===== src/incdec_exec_pkg.sv =====
// Constants and types shared by the increment/decrement/OR/jump execution block.
// Assumes a single core clock and a file register array of 128 bytes.

package incdec_exec_pkg;

  localparam int DATA_W = 8;
  localparam int ADDR_W = 7;
  localparam int LIT_W = 11;
  localparam int PC_W = 13;
  localparam int LATCH_W = 5;
  localparam int LATCH_HI = 4;
  localparam int LATCH_LO = 3;
  localparam int FILE_DEPTH = 128;

  localparam logic [DATA_W-1:0] ONE = 8'h01;
  localparam logic [DATA_W-1:0] ACC_RESET = 8'h00;
  localparam logic [PC_W-1:0] PC_RESET = 13'h0000;
  localparam logic [PC_W-1:0] PC_STEP = 13'h0001;
  localparam logic [PC_W-1:0] PC_SKIP_STEP = 13'h0002;

  // Operation codes presented on the instruction port.
  localparam logic [2:0] OP_NOP = 3'h0;
  localparam logic [2:0] OP_DEC_SKIP = 3'h1;
  localparam logic [2:0] OP_INC_SKIP = 3'h2;
  localparam logic [2:0] OP_INC = 3'h3;
  localparam logic [2:0] OP_OR_IMM = 3'h4;
  localparam logic [2:0] OP_OR_REG = 3'h5;
  localparam logic [2:0] OP_JUMP = 3'h6;

  typedef enum logic [3:0] {
    ST_IDLE = 4'b0001,
    ST_EXEC = 4'b0010,
    ST_SKIP = 4'b0100,
    ST_FLUSH = 4'b1000
  } exec_state_t;

endpackage : incdec_exec_pkg


===== src/file_reg_ram.sv =====
// Byte-wide file register array with one write port and a registered read port.
// Assumes read address and write controls come from logic on the same clock.
`timescale 1ns/1ps
`default_nettype none

module file_reg_ram (
  input wire logic mclk_i, // Core clock.
  input wire logic we_i, // Write strobe.
  input wire logic [incdec_exec_pkg::ADDR_W-1:0] waddr_i, // Write address.
  input wire logic [incdec_exec_pkg::DATA_W-1:0] wdata_i, // Write data.
  input wire logic [incdec_exec_pkg::ADDR_W-1:0] raddr_i, // Read address.
  output logic [incdec_exec_pkg::DATA_W-1:0] rdata_o // Read data, one cycle late.
);
  import incdec_exec_pkg::*;

  logic [DATA_W-1:0] mem [FILE_DEPTH];

  // Read data comes from a register, so the read sees the old byte on a collision.
  always_ff @(posedge mclk_i) begin
    if (we_i) begin
      mem[waddr_i] <= wdata_i;
    end
    rdata_o <= mem[raddr_i];
  end

endmodule : file_reg_ram

`default_nettype wire


===== src/incdec_skip_or_jump_exec.sv =====
// Execution unit for decrement-skip, increment-skip, increment, the two OR forms
// and the absolute jump, with its own file register array, accumulator, zero flag
// and program counter. Assumes one instruction is offered at a time with a
// valid/ready handshake, all from logic on the core clock.
`timescale 1ns/1ps
`default_nettype none

module incdec_skip_or_jump_exec (
  input wire logic mclk_i, // Core clock, 200 MHz.
  input wire logic rst_n_i, // Synchronous reset, active low.
  input wire logic instr_valid_i, // Instruction offered.
  input wire logic [2:0] instr_op_i, // Operation code.
  input wire logic [incdec_exec_pkg::ADDR_W-1:0] instr_addr_i, // File register address.
  input wire logic instr_dest_i, // Destination select.
  input wire logic [incdec_exec_pkg::LIT_W-1:0] instr_lit_i, // Literal or jump target.
  input wire logic [incdec_exec_pkg::LATCH_W-1:0] pc_upper_latch_i, // Upper pc latch.
  input wire logic preload_file_i, // Load a file register while idle.
  input wire logic preload_acc_i, // Load the accumulator while idle.
  input wire logic [incdec_exec_pkg::DATA_W-1:0] preload_data_i, // Preload data.
  output logic instr_ready_o, // Ready to take an instruction.
  output logic [incdec_exec_pkg::DATA_W-1:0] acc_o, // Accumulator.
  output logic zero_o, // Zero flag.
  output logic [incdec_exec_pkg::PC_W-1:0] pc_o, // Program counter.
  output logic skip_o, // Pulse during the inserted no-op.
  output logic done_o // Pulse when an instruction completes.
);
  import incdec_exec_pkg::*;

  typedef struct packed {
    exec_state_t st;
    logic [2:0] op;
    logic [ADDR_W-1:0] addr;
    logic dest;
    logic [LIT_W-1:0] lit;
    logic [1:0] hi;
    logic [DATA_W-1:0] acc;
    logic zero;
    logic [PC_W-1:0] pc;
    logic ready;
    logic skip;
    logic done;
  } exec_regs_t;

  exec_regs_t s;
  exec_regs_t next_s;

  logic [DATA_W-1:0] rd_data;
  logic [DATA_W-1:0] result;
  logic mem_we;
  logic [ADDR_W-1:0] mem_waddr;
  logic [DATA_W-1:0] mem_wdata;
  logic [ADDR_W-1:0] mem_raddr;

  // Operations that carry a destination select bit.
  function automatic logic has_dest(input logic [2:0] op);
    has_dest = (op == OP_DEC_SKIP) || (op == OP_INC_SKIP) ||
               (op == OP_INC) || (op == OP_OR_REG);
  endfunction : has_dest

  // Operations that end in a skip test on their result.
  function automatic logic is_skip_op(input logic [2:0] op);
    is_skip_op = (op == OP_DEC_SKIP) || (op == OP_INC_SKIP);
  endfunction : is_skip_op

  // Operations that update the zero flag.
  function automatic logic sets_zero(input logic [2:0] op);
    sets_zero = (op == OP_INC) || (op == OP_OR_IMM) || (op == OP_OR_REG);
  endfunction : sets_zero

  wire accept = s.ready && instr_valid_i;
  wire exec = (s.st == ST_EXEC);

  file_reg_ram u_file (
    .mclk_i(mclk_i),
    .we_i(mem_we),
    .waddr_i(mem_waddr),
    .wdata_i(mem_wdata),
    .raddr_i(mem_raddr),
    .rdata_o(rd_data)
  );

  // The read is launched on the accept edge so the operand is ready in the
  // execute cycle; this costs no extra state for the file register fetch.
  assign mem_raddr = instr_addr_i;

  // Arithmetic and logic; the 8-bit width gives the modulo-256 wrap for free.
  always_comb begin
    case (s.op)
      OP_DEC_SKIP: result = rd_data - ONE;
      OP_INC_SKIP: result = rd_data + ONE;
      OP_INC: result = rd_data + ONE;
      OP_OR_IMM: result = s.acc | s.lit[DATA_W-1:0];
      OP_OR_REG: result = s.acc | rd_data;
      default: result = ACC_RESET;
    endcase
  end

  // File write port: result write-back in execute, or a preload while idle.
  always_comb begin
    mem_we = 1'b0;
    mem_waddr = s.addr;
    mem_wdata = result;
    if (exec && has_dest(s.op) && s.dest) begin
      mem_we = 1'b1;
    end else if (s.ready && !instr_valid_i && preload_file_i) begin
      mem_we = 1'b1;
      mem_waddr = instr_addr_i;
      mem_wdata = preload_data_i;
    end
  end

  // Sequencer: idle, execute, then an optional no-op or jump flush cycle.
  always_comb begin
    next_s = s;
    next_s.skip = 1'b0;
    next_s.done = 1'b0;
    case (s.st)
      ST_IDLE: begin
        if (accept) begin
          next_s.st = ST_EXEC;
          next_s.ready = 1'b0;
          next_s.op = instr_op_i;
          next_s.addr = instr_addr_i;
          next_s.dest = instr_dest_i;
          next_s.lit = instr_lit_i;
          next_s.hi = pc_upper_latch_i[LATCH_HI:LATCH_LO];
        end else if (preload_acc_i) begin
          next_s.acc = preload_data_i;
        end
      end
      ST_EXEC: begin
        // Accumulator write when the destination select is clear, and always for OP_OR_IMM.
        if ((has_dest(s.op) && !s.dest) || s.op == OP_OR_IMM) begin
          next_s.acc = result;
        end
        // Only INC and the OR forms touch the flag; skips and jump keep it.
        if (sets_zero(s.op)) begin
          next_s.zero = (result == ACC_RESET);
        end
        if (s.op == OP_JUMP) begin
          next_s.pc = {s.hi, s.lit};
          next_s.st = ST_FLUSH;
        end else if (is_skip_op(s.op) && result == ACC_RESET) begin
          next_s.pc = s.pc + PC_SKIP_STEP;
          next_s.st = ST_SKIP;
          next_s.skip = 1'b1;
        end else begin
          next_s.pc = s.pc + PC_STEP;
          next_s.st = ST_IDLE;
          next_s.ready = 1'b1;
          next_s.done = 1'b1;
        end
      end
      ST_SKIP: begin
        // The discarded instruction's slot runs as a no-op.
        next_s.st = ST_IDLE;
        next_s.ready = 1'b1;
        next_s.done = 1'b1;
      end
      ST_FLUSH: begin
        // Second jump cycle refills the fetch path; nothing else changes.
        next_s.st = ST_IDLE;
        next_s.ready = 1'b1;
        next_s.done = 1'b1;
      end
      default: begin
        next_s.st = ST_IDLE;
        next_s.ready = 1'b1;
      end
    endcase
  end

  // State register; reset clears every field except the state, which goes to ST_IDLE, and ready, which is set to open the instruction port.
  always_ff @(posedge mclk_i) begin
    if (!rst_n_i) begin
      s <= '0;
      s.st <= ST_IDLE;
      s.acc <= ACC_RESET;
      s.pc <= PC_RESET;
      s.ready <= 1'b1;
    end else begin
      s <= next_s;
    end
  end

  assign instr_ready_o = s.ready;
  assign acc_o = s.acc;
  assign zero_o = s.zero;
  assign pc_o = s.pc;
  assign skip_o = s.skip;
  assign done_o = s.done;
endmodule : incdec_skip_or_jump_exec

`default_nettype wire


===== config.mk =====
export PLATFORM = sky130hd
export DESIGN_NAME = incdec_skip_or_jump_exec
export DESIGN_NICKNAME = d
export VERILOG_FILES = /design/src/incdec_exec_pkg.sv /design/src/file_reg_ram.sv /design/src/incdec_skip_or_jump_exec.sv
export SDC_FILE = /design/constraint.sdc
export NUM_CORES = 1
export LEC_CHECK = 0
export BUFFER_PORTS_ARGS = -buffer_cell sky130_fd_sc_hd__buf_2
export CORE_MARGIN = 1.5
export CORE_UTILIZATION = 45
export DETAILED_ROUTE_END_ITERATION = 8
export GPL_TIMING_DRIVEN = 0
export PLACE_DENSITY = 0.62
export SLEW_MARGIN = 20
export SYNTH_ARGS = -nofsm -noshare
export SYNTH_HDL_FRONTEND = slang
export SYNTH_HIERARCHICAL = 1
export SYNTH_SLANG_ARGS = --single-unit

===== constraint.sdc =====
create_clock -name mclk_i -period 13.74 [get_ports mclk_i]
set_input_delay 0.687 -clock mclk_i [delete_from_list [all_inputs] [get_ports mclk_i]]
set_output_delay 0.687 -clock mclk_i [all_outputs]
set_load 0.01 [all_outputs]

# Word-level counts from Yosys, hierarchy flattened
# Memories as Yosys holds them, arrays and structs flattened. A register that Yosys moved wholly into a read port is not among the register bits.
# Cells that the tools add are included.
# word_totals
reg_bits	53
latch_bits	0
ram_bits	1024
romBits	0
in_bits	40
wordCells	87
mem_count	1
# classes
addsub	4
mul	0
div_mod_pow	0
order_cmp	0
eq_ne	16
n_shift	0
muxes	26
bitwise_logic	4
reduce_logical	24
# mem_list
name	words	word_bits	read_ports	rd_ports_with_merged_regs	wr	line_no	text
u_file.mem	128	8	1	1	1	file_reg_ram.sv:16	logic [DATA_W-1:0] mem [FILE_DEPTH];
# op_table
operator	count
two-way mux 8 bit	5
case mux 8 bit (4 select lines)	1
two-way mux 28 bit	1
two-way mux 13 bit	2
OR 8 bit	2
case mux 8 bit (2 select lines)	1
two-way mux 7 bit	2
adder 13 x 1 -> 13 bit, second input constant	1
adder 13 x 2 -> 13 bit, second input constant	1
inequality test 2 bit, second input constant	5
== test 3 bit, second input constant	3
adder 8 x 1 -> 8 bit, second input constant	1
logical NOT 8 bit	1
two-way mux 1 bit	8
case mux 4 bit (2 select lines)	1
subtractor 8 x 1 -> 8 bit, second input constant	1
logical AND 1 bit	7
== test 3 x 2 -> 1 bit, second input constant	2
logical OR 1 bit	6
two-way mux 3 bit	2
== test 4 x 1 -> 1 bit, second input constant	1
== test 4 x 2 -> 1 bit, second input constant	1
== test 4 x 3 -> 1 bit, second input constant	1
== test 4 bit, second input constant	1
other kinds (12)	17

# Longest topological paths before layout
# logic_depth
depth_word	9
mapped_depth	14
depth_no_buf	12

# Hierarchy
# Netlist, hierarchy kept.
# by_module_without_submodules
module	instances	cells_each	area_per_inst_um2
file_reg_ram	1	1635	39665.5
incdec_skip_or_jump_exec	1	437	3288.2

# Worst setup path after synthesis
# No wires, ideal clock.
# synth_timing
path_type	flip-flop to flip-flop
from	register s[47] (netlist bit)
to	memory u_file.mem[0][7] (data pin)
setup_ns	0.892
arrival_time_ns	5.389
slack_ns	7.459
path_stages_with_launch	11
path_buffers	1
period_less_slack_ns	6.281
cell_sequence	dfxtp_1 > nor2b_1 > buf_2 > clkinv_1 > ha_1 > inv_1 > o311a_1 > nand2_1 > mux2_2 > o21ai_0 > a21oi_1
# synth_via
elab_chain_cells	7
elab_cells_between_ends	14
classes_between	5 x eq/ne; 3 x mux; 6 x reduce/logical
# synth_lines
item	line_no	text
start, declared	incdec_skip_or_jump_exec.sv:44	exec_regs_t s;
start signal, assigned	incdec_skip_or_jump_exec.sv:182	s <= next_s;
branches (longest 6 deep; another with case mux 8 bit (4 select lines))	--	
two-way mux 8 bit (*)	incdec_skip_or_jump_exec.sv:103	if (exec && has_dest(s.op) && s.dest) begin
named net mem_wdata[7]	incdec_skip_or_jump_exec.sv:51	logic [DATA_W-1:0] mem_wdata;
end, declared	file_reg_ram.sv:16	
# Mark *: on every way through the listed nets, which the timed path passes.

# Final worst setup path
# layout_timing
from	register s[46] (netlist bit)
to	memory u_file.mem[21][4] (enable)
# layout_via
elab_cells_between_ends	13
classes_between	4 x eq/ne; 4 x mux; 5 x reduce/logical
# layout_lines
item	line_no	text
== test 3 x 1 -> 1 bit or == test 3 x 2 -> 1 bit (tied branches)	incdec_skip_or_jump_exec.sv:56	has_dest = (op == OP_DEC_SKIP) || (op == OP_INC_SKIP) ||
logical OR 1 bit (2 in series)	incdec_skip_or_jump_exec.sv:56	
logical OR 1 bit (*)	incdec_skip_or_jump_exec.sv:57	(op == OP_INC) || (op == OP_OR_REG);
logical AND 1 bit (*) (2 in series)	incdec_skip_or_jump_exec.sv:103	
two-way mux 7 bit (*)	incdec_skip_or_jump_exec.sv:103	
named net mem_waddr[2]	incdec_skip_or_jump_exec.sv:50	logic [ADDR_W-1:0] mem_waddr;
# Mark *: on every way through the listed nets, which the timed path passes. The rest lies on a longest branch.

==> implementation parameters <==
Parameter                              Value

Status
  Status ... finished, final reports clean

Clock tree
  Num CTS Buffers ... 111
  Clk slew on worst S/H paths ... 0.06 ns
  # resized after CTS ... 0
  Worst-case clock buffer depth ... 3
  Cell at the root of the clock tree ... clkbuf_16
  Number of buffers added to fix hold violations after cts ... 0
  Sink count of the clock tree ... 1,085
  Worst skew pair latency ... 0.68 ns
  TritonCTS clock tree ... built
  Depth of the CTS H-tree ... 3
  Setup fix buffers added after clock tree synthesis ... 0

Route
  Met3 routed WL ... 9142 µm
  Routed wire per std cell ... 29.68 µm
  Violation count after the first detailed-routing iteration ... 2,784
  DRT Pass-1 Iters ... 5
  Post-detailed-routing wire length ... 108,100 µm
  Number of antenna-violating nets in the routed design ... 0
  Drt drc ... 0
  Routed wire length on met2 ... 52,200 µm
  Via density per instance ... 6.032
  Top Metal Used ... met5
  Via count ... 21.97k
  Met1 layer wirelength in the final routing ... 43,210 µm

STA
  Minimum period implied by the final worst setup slack ... 5.589 ns
  Setup repair after global routing missed its margin ... false
  Worst Tran Pin Value ... 1.253 ns
  Number of max-slew violations in the final report ... 0
  Maximum clock frequency ... 0.1789 GHz
  Final Cycle Share ... 40.68%
  Worst Clk Skew ... 0.02363 ns
  Worst-case headroom to the max-slew limit ... 16.49%
  Smallest setup slack after layout ... 8.151 ns
  Setup-violating endpoint count in the final report ... 0
  Setup Total Neg Slack ... 0 ns
  Hold Violations, Final ... 0
  Hold_ws ... 0.2600 ns

Place
  Number of buffers inserted by port buffering ... 61
  Minimum setup slack after placement ... 8.239 ns
  DP Wirelength ... 75,060 µm
  Final estimated routing congestion in global placement ... 0.8756
  Post-placement cell count ... 3,435
  Area after detailed placement ... 46,010 µm²

Floorplanning
  Die X-Extent ... 312.0 µm
  Core area ... 94,730 µm²
  Vert. Die Dim ... 312.0 µm
  Site row count ... 113
  Number of top-level pins ... 65
  Initial Utilization ... 45.34%
  DIE AREA ... 97,320 µm²

Critical path
  Capture instance of the worst register-to-register path ... u_file/mem[21][4]$_DFFE_PP_
  R2R depth ... 13
  Data arrival at the endpoint of the critical path ... 5.88 ns
  Critical-path cell with the highest stage delay ... nor2_1
  Data required time at the worst endpoint ... 14.03 ns
  Most used cell along the critical path ... clkbuf_1
  Chain of cells forming the critical path ... clkbuf_1, clkbuf_1, nor2b_1, o211ai_1, nand2b_1, clkbuf_1, clkbuf_1, mux2_2, clkbuf_1, nor2b_1, nand3_1, clkbuf_2, nor2_1
  Maximum fanout along the worst path ... 10
  Critical Path End Type ... flop
  Critical path start-end classification ... flop to flop
  Worst r2r src ... s[46]$_SDFFE_PN0P_
  Register-to-register path setup slack ... 8.15 ns
  CP max stage delay ... 0.83 ns
  Worst Setup Start Kind ... flop

Synth
  Most frequently used cell type in the post-synthesis netlist ... edfxtp_1
  Number of different library cells in the post-synthesis netlist ... 63
  Synth Warn # ... 6
  Top flip-flop cell by instance count after synthesis ... edfxtp_1
  Synthesized instance count ... 2,072
  Commonest cells post-synth ... edfxtp_1 (1,024), mux4_2 (336), nor2_1 (160)
  Share of the yosys chip area belonging to registers ... 74.43%
  Area fraction of the dominant cell type after synthesis ... 71.59%
  Cell taking the most area after synthesis ... edfxtp_1
  Nets in the synthesized netlist ... 2,116
  Flops & latches, synth ... 1,085
  Post-Syn Area per Cell ... 20.73 µm²
  FFs w/ async S/R, synth ... 0%
  Biggest area contributors in the synthesized netlist ... edfxtp_1 (72%), mux4_2 (18%), dfxtp_1 (2.8%), nor2_1 (1.4%), nand2_1 (0.73%)
  EDFF count, synth ... 1,024
  Area of the mapped netlist ... 42,950 µm²

Final layout
  Synthesis-to-finish area growth ... 15.65%
  Proportion of layout cells with a drive suffix above 1 ... 29.76%
  Final Core Density ... 52.44%
  Final Non-Filler Cells ... 3,643
  Final design instance area without fill ... 49,680 µm²
  Layout Nets ... 2,327

Min path
  Worst Hold Class ... input port to flop
  Worst Hold End ... s[37]$_SDFFE_PN0P_
  Cell count of the worst hold path ... 3
  Worst hold path startpoint ... instr_lit_i[10]

GRT
  Via count of the first global-routing pass ... 22.11k
  Residual overflow from global routing ... 0
  Wire length of the first global-routing pass ... 156,800 µm
  GR Util All Layers ... 22.34%
  Pin count of the biggest net entering global routing ... 35
  Antenna violations before repair ... 6

Power
  Peak supply drop ... 0.00009378 V
  Leakage Power ... 15.62 nW
  PwrDens ... 152.6 nW/µm²
  Final Power ... 7.583 mW

Flow run
  Max-cap viol count ... 0
==> worst max path at each step <==
stage,start,to,slack (ns),depth (start not counted)
2_1_floorplan,s[47]$_SDFFE_PN0P_,u_file/mem[0][7]$_DFFE_PP_,7.46,10
3_3_place_gp,s[46]$_SDFFE_PN0P_,u_file/mem[72][3]$_DFFE_PP_,2.19,9
5_1_grt,s[46]$_SDFFE_PN0P_,u_file/mem[51][4]$_DFFE_PP_,7.88,13
3_5_place_dp,s[46]$_SDFFE_PN0P_,u_file/mem[51][3]$_DFFE_PP_,8.24,13
4_1_cts,s[46]$_SDFFE_PN0P_,u_file/mem[51][5]$_DFFE_PP_,8.16,13
6_report,s[46]$_SDFFE_PN0P_,u_file/mem[21][4]$_DFFE_PP_,8.15,13
==> cells by family after synthesis <==
family,synth area share (%)
and+or+nand+nor,3.452
adders and majority gates,0.1165
DFF,74.43
xor gates and xnor gates,0.1223
buffers and inverters,1.719
AOI/OAI and AO/OA,1.992
muxes,18.17
==> per-layer routing <==
layer  vias up  global-route usage [%]
li1       9018                       -
met1     11720                   31.37
met2      1029                   35.80
met3       206                   4.187
met4         6                   6.895
met5         -                       0
==> power by group <==
group	switching, mW	internal, mW
combinational	0.470	0.292
sequential	0.0154	3.79
clock	1.24	1.78
total	1.73	5.85
==> sequential cells by signal (all words and copies together) (netlist names) <==
signal and flops:
u_file/mem 1024, s 28, pc_o 13, acc_o 8, u_file/rdata_o 8, done_o 1, instr_ready_o 1, skip_o 1
zero_o 1
==> placed cells by master (no fill, tap or decap), types with 11 or more instances in the layout <==
cell type	synthesis	routed
a211oi_1	12	12
a21oi_1	52	44
buf_1	19	19
buf_16	0	37
buf_2	17	78
buf_4	32	32
bufinv_16	0	14
clkbuf_1	72	79
clkbuf_16	0	113
clkinv_1	2	22
clkinv_2	0	23
dfxtp_1	61	61
edfxtp_1	1024	1024
inv_1	11	11
mux2_2	17	17
mux4_2	336	336
nand2_1	83	83
nand3_1	27	27
nor2_1	160	160
nor2b_1	16	16
o21ai_0	11	11
==> worst max-delay path, delay by kind of cell, from the launching register on <==
family / cells / cell delay, ns
simple gates: 5 / 1.95
mux: 1 / 0.32
flops: 1 / 0.31
buf+inv: 6 / 2.49
compound gates: 1 / 0.16
==> layout make-up <==
| class | count | area, µm² |
|---|---|---|
| antenna | 2 | 5.005 |
| buffer | 142 | 700.7 |
| clock buffer | 131 | 2915 |
| clock inverter | 75 | 750.7 |
| fill | 7339 | 45050 |
| inverter | 13 | 48.80 |
| multi-input combinational | 832 | 10380 |
| sequential | 1085 | 31970 |
| tap | 1265 | 1583 |
| timing repair buffer | 98 | 1324 |
Power figures use the tool's default switching activity.
